File: config.mk
export PLATFORM = sky130hd
export DESIGN_NAME = tsm_tag_ctrl
export DESIGN_NICKNAME = d
export VERILOG_FILES = /design/src/design/tsm_pkg.sv /design/src/design/tsm_tag_ctrl.sv /design/src/design/tsm_timer.sv
export SDC_FILE = /design/constraint.sdc
export NUM_CORES = 1
export LEC_CHECK = 0
export ABC_AREA = 1
export BUFFER_PORTS_ARGS = -buffer_cell sky130_fd_sc_hd__buf_4
export CORE_ASPECT_RATIO = 0.5
export CORE_UTILIZATION = 40
export CTS_BUF_LIST = sky130_fd_sc_hd__clkbuf_8 sky130_fd_sc_hd__clkbuf_16
export DETAILED_ROUTE_END_ITERATION = 16
export HOLD_SLACK_MARGIN = 0.03
export SLEW_MARGIN = 30
export SYNTH_ARGS = -nofsm -noshare
export SYNTH_HDL_FRONTEND = slang
export SYNTH_SLANG_ARGS = --single-unit
File: constraint.sdc
create_clock -name clk_in -period 2 [get_ports clk_in]
set_clock_uncertainty 0.15 [all_clocks]
set_input_delay 0.4 -clock clk_in [delete_from_list [all_inputs] [get_ports clk_in]]
set_output_delay 0.4 -clock clk_in [all_outputs]
set_load 0.05 [all_outputs]
File: src/design/tsm_pkg.sv
package tsm_pkg;

  // Array geometry and timer width
  localparam int TSM_ADDR_W = 13;
  localparam int TSM_DATA_W = 8;
  localparam int TSM_WORDS  = 8192;
  localparam int TSM_TMR_W  = 8;

  // Pin reset values
  localparam logic [TSM_ADDR_W-1:0] TSM_ADDR_RST = 13'h0000;
  localparam logic [TSM_DATA_W-1:0] TSM_DATA_RST = 8'h00;

  // Timing in ns, clear duty in percent
  localparam int TSM_CLK_PERIOD_NS = 5;
  localparam int TSM_T_ACC_NS      = 20;
  localparam int TSM_T_CMP_NS      = 20;
  localparam int TSM_T_WP_NS       = 15;
  localparam int TSM_T_CLR_NS      = 60;
  localparam int TSM_T_WERS_NS     = 5;
  localparam int TSM_T_RSRC_NS     = 30;
  localparam int TSM_T_OHZ_NS      = 8;
  localparam int TSM_CLR_DUTY_PCT  = 10;

  // Least times, rounded up to whole cycles
  localparam int TSM_ACC_INT  = (TSM_T_ACC_NS + TSM_CLK_PERIOD_NS - 1) / TSM_CLK_PERIOD_NS;
  localparam int TSM_CMP_INT  = (TSM_T_CMP_NS + TSM_CLK_PERIOD_NS - 1) / TSM_CLK_PERIOD_NS;
  localparam int TSM_WP_INT   = (TSM_T_WP_NS + TSM_CLK_PERIOD_NS - 1) / TSM_CLK_PERIOD_NS;
  localparam int TSM_CLR_INT  = (TSM_T_CLR_NS + TSM_CLK_PERIOD_NS - 1) / TSM_CLK_PERIOD_NS;
  localparam int TSM_WERS_INT = (TSM_T_WERS_NS + TSM_CLK_PERIOD_NS - 1) / TSM_CLK_PERIOD_NS;
  localparam int TSM_RSRC_INT = (TSM_T_RSRC_NS + TSM_CLK_PERIOD_NS - 1) / TSM_CLK_PERIOD_NS;
  localparam int TSM_OHZ_INT  = (TSM_T_OHZ_NS + TSM_CLK_PERIOD_NS - 1) / TSM_CLK_PERIOD_NS;
  localparam int TSM_GAP_INT  = TSM_CLR_INT * 100 / TSM_CLR_DUTY_PCT;

  localparam logic [TSM_TMR_W-1:0] TSM_ACC_CYC  = TSM_TMR_W'(TSM_ACC_INT);
  localparam logic [TSM_TMR_W-1:0] TSM_CMP_CYC  = TSM_TMR_W'(TSM_CMP_INT);
  localparam logic [TSM_TMR_W-1:0] TSM_WP_CYC   = TSM_TMR_W'(TSM_WP_INT);
  localparam logic [TSM_TMR_W-1:0] TSM_CLR_CYC  = TSM_TMR_W'(TSM_CLR_INT);
  localparam logic [TSM_TMR_W-1:0] TSM_RSRC_CYC = TSM_TMR_W'(TSM_RSRC_INT);
  localparam logic [TSM_TMR_W-1:0] TSM_OHZ_CYC  = TSM_TMR_W'(TSM_OHZ_INT);
  localparam logic [TSM_TMR_W-1:0] TSM_GAP_CYC  = TSM_TMR_W'(TSM_GAP_INT);
  localparam logic [TSM_TMR_W-1:0] TSM_ONE      = 8'h01;

  typedef enum logic [1:0] {
    TSM_OP_READ  = 2'b00,
    TSM_OP_WRITE = 2'b01,
    TSM_OP_CMP   = 2'b10,
    TSM_OP_CLEAR = 2'b11
  } tsm_op_t;

  typedef enum logic [2:0] {
    TSM_ST_IDLE    = 3'b000,
    TSM_ST_SETUP   = 3'b001,
    TSM_ST_ACCESS  = 3'b010,
    TSM_ST_RECOVER = 3'b011,
    TSM_ST_CLEAR   = 3'b100,
    TSM_ST_CLR_REC = 3'b101
  } tsm_state_t;

  typedef struct packed {
    tsm_op_t               op;
    logic [TSM_ADDR_W-1:0] addr;
    logic [TSM_DATA_W-1:0] data;
  } tsm_cmd_t;

  typedef struct packed {
    tsm_op_t               op;
    logic [TSM_DATA_W-1:0] rdata;
    logic                  hit;
  } tsm_resp_t;

endpackage

File: src/design/tsm_tag_ctrl.sv
`timescale 1ns/1ps
`default_nettype none
module tsm_tag_ctrl
  import tsm_pkg::*;
#(
  parameter int ADDR_W = TSM_ADDR_W,
  parameter int DATA_W = TSM_DATA_W
) (
  // Clock and reset
  input  wire logic              clk_in,
  input  wire logic              rst_in,
  // Command port
  input  wire logic              cmd_valid_in,
  input  wire tsm_cmd_t          cmd_in,
  output logic                   cmd_ready_out,
  // Response port
  output logic                   resp_valid_out,
  output var tsm_resp_t          resp_out,
  // Memory pins
  output logic [ADDR_W-1:0]      addr_out,
  output logic [DATA_W-1:0]      data_out,
  output logic                   data_oe_n_out,
  input  wire logic [DATA_W-1:0] data_in,
  output logic                   cs_n_out,
  output logic                   we_n_out,
  output logic                   oe_n_out,
  output logic                   clear_n_out,
  input  wire logic              match_in
);

  if (ADDR_W != TSM_ADDR_W || DATA_W != TSM_DATA_W) begin : g_chk
    $error("tsm_tag_ctrl widths must match the array geometry");
  end

  tsm_state_t               state;
  tsm_state_t               next_state;
  tsm_op_t                  op;
  tsm_op_t                  next_op;
  logic [ADDR_W-1:0]        addr;
  logic [ADDR_W-1:0]        next_addr;
  logic [DATA_W-1:0]        wdata;
  logic [DATA_W-1:0]        next_wdata;
  logic                     cs_n;
  logic                     next_cs_n;
  logic                     we_n;
  logic                     next_we_n;
  logic                     oe_n;
  logic                     next_oe_n;
  logic                     clr_n;
  logic                     next_clr_n;
  logic                     dbus_oe_n;
  logic                     next_dbus_oe_n;
  tsm_resp_t                resp;
  tsm_resp_t                next_resp;
  logic                     resp_valid;
  logic                     next_resp_valid;
  logic                     tmr_load;
  logic [TSM_TMR_W-1:0]     tmr_val;
  logic                     tmr_done;
  logic                     gap_load;
  logic                     gap_done;
  logic                     accept;

  tsm_timer #(.W(TSM_TMR_W)) u_phase_tmr (
    .clk_in      (clk_in),
    .rst_in      (rst_in),
    .load_in     (tmr_load),
    .load_val_in (tmr_val),
    .done_out    (tmr_done)
  );

  // Spaces clear pulses to bound the clear duty cycle
  tsm_timer #(.W(TSM_TMR_W)) u_gap_tmr (
    .clk_in      (clk_in),
    .rst_in      (rst_in),
    .load_in     (gap_load),
    .load_val_in (TSM_GAP_CYC - TSM_ONE),
    .done_out    (gap_done)
  );

  assign cmd_ready_out = (state == TSM_ST_IDLE) && !(cmd_in.op == TSM_OP_CLEAR && !gap_done);
  assign accept        = cmd_valid_in && cmd_ready_out;

  always_comb begin
    next_state      = state;
    next_op         = op;
    next_addr       = addr;
    next_wdata      = wdata;
    next_resp       = resp;
    next_resp_valid = 1'b0;
    tmr_load        = 1'b0;
    tmr_val         = '0;
    gap_load        = 1'b0;
    case (state)
      TSM_ST_IDLE: begin
        if (accept) begin
          next_op    = cmd_in.op;
          next_wdata = cmd_in.data;
          if (cmd_in.op == TSM_OP_CLEAR) begin
            next_state = TSM_ST_CLEAR;
            tmr_load   = 1'b1;
            tmr_val    = TSM_CLR_CYC - TSM_ONE;
            gap_load   = 1'b1;
          end else begin
            // Address moves here, where all strobes are high
            next_addr  = cmd_in.addr;
            next_state = TSM_ST_SETUP;
          end
        end
      end
      TSM_ST_SETUP: begin
        next_state = TSM_ST_ACCESS;
        tmr_load   = 1'b1;
        case (op)
          TSM_OP_WRITE: tmr_val = TSM_WP_CYC - TSM_ONE;
          TSM_OP_READ:  tmr_val = TSM_ACC_CYC - TSM_ONE;
          default:      tmr_val = TSM_CMP_CYC - TSM_ONE;
        endcase
      end
      TSM_ST_ACCESS: begin
        if (tmr_done) begin
          next_state       = TSM_ST_RECOVER;
          next_resp.op     = op;
          next_resp.rdata  = (op == TSM_OP_READ) ? data_in : TSM_DATA_RST;
          next_resp.hit    = (op == TSM_OP_CMP) && match_in;
          next_resp_valid  = 1'b1;
          tmr_load         = 1'b1;
          // After a read the device needs time to release the bus
          tmr_val          = (op == TSM_OP_READ) ? (TSM_OHZ_CYC - TSM_ONE) : '0;
        end
      end
      TSM_ST_RECOVER: begin
        if (tmr_done) begin
          next_state = TSM_ST_IDLE;
        end
      end
      TSM_ST_CLEAR: begin
        if (tmr_done) begin
          next_state = TSM_ST_CLR_REC;
          tmr_load   = 1'b1;
          tmr_val    = TSM_RSRC_CYC - TSM_ONE;
        end
      end
      TSM_ST_CLR_REC: begin
        if (tmr_done) begin
          next_state      = TSM_ST_IDLE;
          next_resp.op    = TSM_OP_CLEAR;
          next_resp.rdata = TSM_DATA_RST;
          next_resp.hit   = 1'b0;
          next_resp_valid = 1'b1;
        end
      end
      default: begin
        next_state = TSM_ST_IDLE;
      end
    endcase
    // Pins follow the next state so they change together with it
    next_cs_n      = !(next_state == TSM_ST_ACCESS);
    next_we_n      = !(next_state == TSM_ST_ACCESS && next_op == TSM_OP_WRITE);
    next_oe_n      = !(next_state == TSM_ST_ACCESS && next_op == TSM_OP_READ);
    next_clr_n     = !(next_state == TSM_ST_CLEAR);
    next_dbus_oe_n = (next_op == TSM_OP_READ) && (next_state == TSM_ST_SETUP ||
                     next_state == TSM_ST_ACCESS || next_state == TSM_ST_RECOVER);
  end

  always_ff @(posedge clk_in) begin
    if (rst_in) begin
      state      <= TSM_ST_IDLE;
      op         <= TSM_OP_READ;
      addr       <= TSM_ADDR_RST;
      wdata      <= TSM_DATA_RST;
      cs_n       <= 1'b1;
      we_n       <= 1'b1;
      oe_n       <= 1'b1;
      clr_n      <= 1'b1;
      dbus_oe_n  <= 1'b0;
      resp       <= '0;
      resp_valid <= 1'b0;
    end else begin
      state      <= next_state;
      op         <= next_op;
      addr       <= next_addr;
      wdata      <= next_wdata;
      cs_n       <= next_cs_n;
      we_n       <= next_we_n;
      oe_n       <= next_oe_n;
      clr_n      <= next_clr_n;
      dbus_oe_n  <= next_dbus_oe_n;
      resp       <= next_resp;
      resp_valid <= next_resp_valid;
    end
  end

  assign addr_out       = addr;
  assign data_out       = wdata;
  assign data_oe_n_out  = dbus_oe_n;
  assign cs_n_out       = cs_n;
  assign we_n_out       = we_n;
  assign oe_n_out       = oe_n;
  assign clear_n_out    = clr_n;
  assign resp_out       = resp;
  assign resp_valid_out = resp_valid;

  // Cycles since the last clear fall, only for the duty check
  logic [TSM_TMR_W-1:0] since_clr;
  logic [TSM_TMR_W-1:0] next_since_clr;
  logic                 clr_n_d;

  always_comb begin
    next_since_clr = since_clr;
    if (clr_n_d && !clr_n) begin
      next_since_clr = TSM_ONE;
    end else if (since_clr != 8'hff) begin
      next_since_clr = since_clr + TSM_ONE;
    end
  end

  always_ff @(posedge clk_in) begin
    if (rst_in) begin
      since_clr <= 8'hff;
      clr_n_d   <= 1'b1;
    end else begin
      since_clr <= next_since_clr;
      clr_n_d   <= clr_n;
    end
  end
endmodule
`default_nettype wire

File: src/design/tsm_timer.sv
`timescale 1ns/1ps
`default_nettype none
module tsm_timer
  import tsm_pkg::*;
#(
  parameter int W = TSM_TMR_W
) (
  // Clock and reset
  input  wire logic         clk_in,
  input  wire logic         rst_in,
  // Load and status
  input  wire logic         load_in,
  input  wire logic [W-1:0] load_val_in,
  output logic              done_out
);

  logic [W-1:0] count;
  logic [W-1:0] next_count;

  if (W < 2) begin : g_chk
    $error("tsm_timer width too small");
  end

  always_comb begin
    next_count = count;
    if (load_in) begin
      next_count = load_val_in;
    end else if (count != '0) begin
      next_count = count - 1'b1;
    end
  end

  always_ff @(posedge clk_in) begin
    if (rst_in) begin
      count <= '0;
    end else begin
      count <= next_count;
    end
  end

  assign done_out = (count == '0);

endmodule
`default_nettype wire

# ---- Word-level counts from Yosys, hierarchy flattened
# Cells that the tools add are included.
dict set report word_totals {
  inputBits 35
  wordCells 96
  regBits 59
  output_inout_bits 39
}
dict set report op_classes {
  reduce_logical 33
  bitwise 2
  n_eq_ne 15
  n_addsub 2
  n_mux 28
}
# operator n
set op_table {}
lappend op_table {{8-bit 2-to-1 mux} 3}
lappend op_table {{11-bit 2-to-1 mux} 2}
lappend op_table {{11-bit one-hot mux with 2 select lines} 1}
lappend op_table {{3-bit 2-to-1 mux} 6}
lappend op_table {{8-bit logical NOT} 2}
lappend op_table {{4-bit one-hot mux with 4 select lines} 1}
lappend op_table {{8-bit nonzero test} 2}
lappend op_table {{8-bit by 1-bit subtractor with 8-bit output, second input constant} 2}
lappend op_table {{3-bit one-hot mux with 5 select lines} 1}
lappend op_table {{7-bit 2-to-1 mux} 2}
lappend op_table {{3-bit by 2-bit equality test with 1-bit output, second input constant} 4}
lappend op_table {{2-bit OR reduction} 5}
lappend op_table {{3-bit equality test, second input constant} 3}
lappend op_table {{4-bit 2-to-1 mux} 2}
lappend op_table {{1-bit logical AND} 7}
lappend op_table {{1-bit 2-to-1 mux} 7}
lappend op_table {{3-bit by 1-bit equality test with 1-bit output, second input constant} 2}
lappend op_table {{1-bit logical NOT} 6}
lappend op_table {{3-bit AND reduction} 2}
lappend op_table {{2-bit nonzero test} 3}
lappend op_table {{2-bit by 1-bit equality test with 1-bit output, second input constant} 2}
lappend op_table {{2-bit equality test, second input constant} 2}
lappend op_table {{2-bit logical NOT} 2}
lappend op_table {{2-bit 2-to-1 mux} 2}
lappend op_table {{6 further kinds} 9}

# ---- Logic depth before layout (Yosys ltp)
dict set report depth {
  depth_word 12
  mapped_depth 10
}

# ---- By module
# A second synthesis with hierarchy kept.
dict set report hier_totals {
  hier_cells 360
  area_unflattened_um2 2695.1
}
# module cells_per_inst area_per_inst_um2 instances
set by_module_without_submodules {}
lappend by_module_without_submodules {tsm_tag_ctrl 220 1749.2 1}
lappend by_module_without_submodules {tsm_timer 70 473.0 2}

# ---- Worst setup path after synthesis
# Ideal clock, no wire load.
dict set report synth_path {
  path_type {flip-flop to output port}
  startpoint {register u_gap_tmr.count[0]}
  endpoint {output port cmd_ready_out}
  path_buffers 1
  path_stages_with_launch 7
  required_ns 1.450
  t_arrival_ns 1.208
  path_slack_ns 0.242
  path_cell_list {dfxtp_1 -> inv_1 -> ha_1 -> nand2_2 -> nor2_4 -> o21a_1 -> buf_2}
}
dict set report synth_via {
  elab_chain_cells 5
}
# element line
set synth_rtl {}
lappend synth_rtl {{start, declared} tsm_timer.sv:17} ;# logic [W-1:0] count;
lappend synth_rtl {{start signal, assigned} tsm_timer.sv:37} ;# count <= next_count;
lappend synth_rtl {{8-bit logical NOT} tsm_timer.sv:41} ;# assign done_out = (count == '0);
lappend synth_rtl {{1-bit logical NOT} tsm_tag_ctrl.sv:81} ;# assign cmd_ready_out = (state == TSM_ST_IDLE) && !(cmd_in.op == TSM_OP_CLEAR && !gap_done);
lappend synth_rtl {{1-bit logical AND} tsm_tag_ctrl.sv:81}
lappend synth_rtl {{1-bit logical NOT} tsm_tag_ctrl.sv:81}
lappend synth_rtl {{1-bit logical AND} tsm_tag_ctrl.sv:81}
lappend synth_rtl {{end, declared} tsm_tag_ctrl.sv:15} ;# output logic cmd_ready_out,
# No other way between the ends.

# ---- Final worst setup path
dict set report layout_path {
  startpoint {register u_gap_tmr.count[5]}
  endpoint {output port cmd_ready_out}
}
# The elaborated chain is that of the path after synthesis.

==> impl_metrics.yaml <==
global_route:
  grt_pass1_vias: 2302
  grt_max_degree: 23
  grt_use_total_pct: 20.1
  antenna_found_initial: 0
  grt_pass1_wl_mm: 10.5
  grt_overflow_total: 0
synthesis:
  synth_flop_cell: "dfxtp_1"
  syn_inst: 327
  yosysMostFrequentCell: "dfxtp_1"
  yosys.area.top_type: "dfxtp_1"
  synth.area.top_cells: "dfxtp_1 45%, nand2_1 6.1%, nor2_1 5.3%, nand3_1 5.2%, inv_1 4.2%"
  yosys.area_share.simple_pct: 29.9
  synth_area_mm2: 0.00260
  synthTopCellsByCount: "59 x dfxtp_1, 42 x nand2_1, 37 x nor2_1, 29 x inv_1, 27 x nand3_1"
  muxShareOfSynthArea_pct: 0
  synth-edff-count: 0
  ys_seq_elements: 59
  synthAdderAreaFrac_pct: 1.44
  synth-xor-area-share_pct: 3.03
  seq_area_frac_synth_pct: 45.3
  synth_top_family_by_area: "simple AND/OR/NAND/NOR gates"
  synth_area_per_cell_um2: 7.97
  synth_top_area_share_pct: 45.3
  synth.net_count: 365
  yosys.cell_types.count: 36
  async_flop_share_pct: 0
  yosys_warnings: 0
  synth_compound_area_share_pct: 12.6
setup_path:
  worstPathCellList: "nor2_2 -> nand2_2 -> nor2_4 -> o21a_1 -> buf_6"
  end_kind: "output pin"
  criticalPathCategory: "flop to output pin"
  start_kind: "flop"
  r2r-start: "u_gap_tmr.count[0]"
  arrival_ps: 1390
  cp_max_fo: 3
  slowest_stage: "dfxtp_2"
  required_ps: 1450
  reg2reg_depth: 11
  r2r-end: "we_n_out"
  ff2ff_setup_slack_ps: 170
  cp-startpoint: "u_gap_tmr.count[5]"
  critPathCapture: "cmd_ready_out"
  worst_path_largest_cell_delay_ps: 340
floorplanning:
  die_w_um: 116
  io_pins: 74
  die-area_mm2: 0.00686
  die_height_um: 59.1
  initial_utilization_pct: 42.1
  row_count: 20
  fp.coreArea_mm2: 0.00618
detailed_routing:
  vias: 2453
  drt_iter0_drc: 68
  wl_mm: 6.28
  drt_pass1_iterations: 4
  viasPerCell: 4.78
  wl_per_cell_um: 12.2
  drcViolationCount: 0
  drtAntennaViolNets: 0
sta:
  slew_headroom_pct: 69.9
  final_hold_viol_count: 0
  finalCritPeriodShare_pct: 96.8
  tightest_slew_ps: 448
  fmaxAchievable_ghz: 0.516
  fin_crit_ps: 1940
  slew_violations: 0
  fin_ws_ps: 63.7
  hold_slack_ps: 148
  setup_viol: 0
power:
  cellPowerDensity_mw_per_mm2: 1460
  worst_ir_drop_vdd_mv: 0.595
  finalPower_w: 0.00542
  p_leak_nw: 1.74
placed_design:
  pre_cts_ws_ps: 105
  place_hpwl_mm: 4.37
  placedCellCount: 484
  port_buffers: 73
  place_congestion: 0.780
cts:
  cts_buffer_depth: 2
  clock-sinks: 59
  htreeDepth: 3
  cts_tree: "built"
  clk_pin_slew_worst_paths_ps: 50
  cts_root_buf: "clkbuf_16"
  clk_latency_ps: 320
  cts_buffers: 9
outcome:
  outcome: "complete, no violations"
min_path:
  hold_depth: 3
  hold_class: "input pin to flop"
cells_and_area:
  nets: 459
  antennaDiodeCount: 0
  stdcell_count: 513
  area_delta_synth_final_pct: 42.1
  drive_above_1_share_pct: 36.5
run:
  maxCapViolations: 0
==> metal layers <==
metal  vias to the layer above  part of all wire [%]  global-route usage (%)
li1                       1264                     -                       -
met1                      1130                    50                    25.9
met2                        53                    44                    31.0
met3                         6                   4.8                    7.67
met4                         0                  0.72                    6.96
met5                         -                     0                       0
==> registers in the layout, indices dropped and copies added, names as in the netlist <==
signal             cells
we_n_out               1
data_out               8
oe_n_out               1
addr_out              13
resp_out              11
resp_valid_out         1
u_phase_tmr.count      8
data_oe_n_out          1
clear_n_out            1
cs_n_out               1
op                     2
state                  3
u_gap_tmr.count        8
==> cell usage in the layout, fill, tap and decap left out, types with 5 or more instances in the layout <==
cell,Yosys,final
buf_4,0,93
dfxtp_1,59,55
nand2_1,42,40
nor2_1,37,37
inv_1,29,27
nand3_1,27,26
a21oi_1,21,21
o21ai_0,18,18
nor2_2,15,14
o21ai_1,12,12
nand2_2,7,9
nand4_1,9,9
xor2_1,9,9
clkbuf_16,0,9
nor2_4,3,5
==> final cells by class <==
class / count / area [um^2]
clock buffers: 11 / 253
clock inverters: 4 / 42.5
fillers: 563 / 2480
inverters: 30 / 115
multi-input cells: 226 / 1270
flip-flops and latches: 59 / 1190
well taps: 88 / 110
repair buffers: 95 / 721
==> worst max-delay path, delay by kind of cell (launching register included) <==
family | cells | cell delay, ps
AOI/OAI and AO/OA | 1 | 170
buffers and inverters | 1 | 170
DFF | 1 | 340
and+or+nand+nor | 3 | 390
==> what timing repair did <==
action / in CTS / in global routing
resized for setup: 2 / 16
hold buffers: 0 / 0
setup buffers: 3 / 10
endpoints found under the setup margin: 1 / 22
gates cloned: 0 / 1
hold endpoints to repair: 0 / 0
pin swaps: 2 / 10
==> kinds of logic (layout without fill, tap and decap cells) <==
group           count (synthesis)  after routing
xor+xnor                        9              9
buf+inv                        43            140
simple gates                  154            155
flops                          59             59
fa+ha+maj                       3              3
compound gates                 59             59
==> through the flow <==
stage	cell area, um^2	TNS, ps	utilization (%)
after floorplan	2610	0	-
after global placement	3250	0	52.5
after detailed placement	3250	0	52.5
after CTS	3570	0	57.8
after global routing	3700	-4.03	59.9
final	3700	0	59.9
==> where the power goes <==
part	total (W)	switching (W)	leakage [nW]	internal [W]
clock	0.00150	0.000493	0.154	0.00101
combinational	0.00232	0.00143	1.11	0.000890
sequential	0.00159	0.000168	0.485	0.00143
==> how the worst min path moves through the flow <==
| stage | start | to | slack, ps |
|---|---|---|---|
| final | cmd_in[10] | addr_out[2] | 150 |
| after global routing | cmd_in[15] | addr_out[7] | 150 |
| after CTS | cmd_in[10] | addr_out[2] | 150 |
| after detailed placement | data_out[1] | data_out[1] | 310 |
| after global placement | data_out[6] | data_out[6] | 300 |
| after floorplan | u_phase_tmr.count[6] | u_phase_tmr.count[6] | 310 |
No activity file was read; power rests on OpenSTA's default activity.
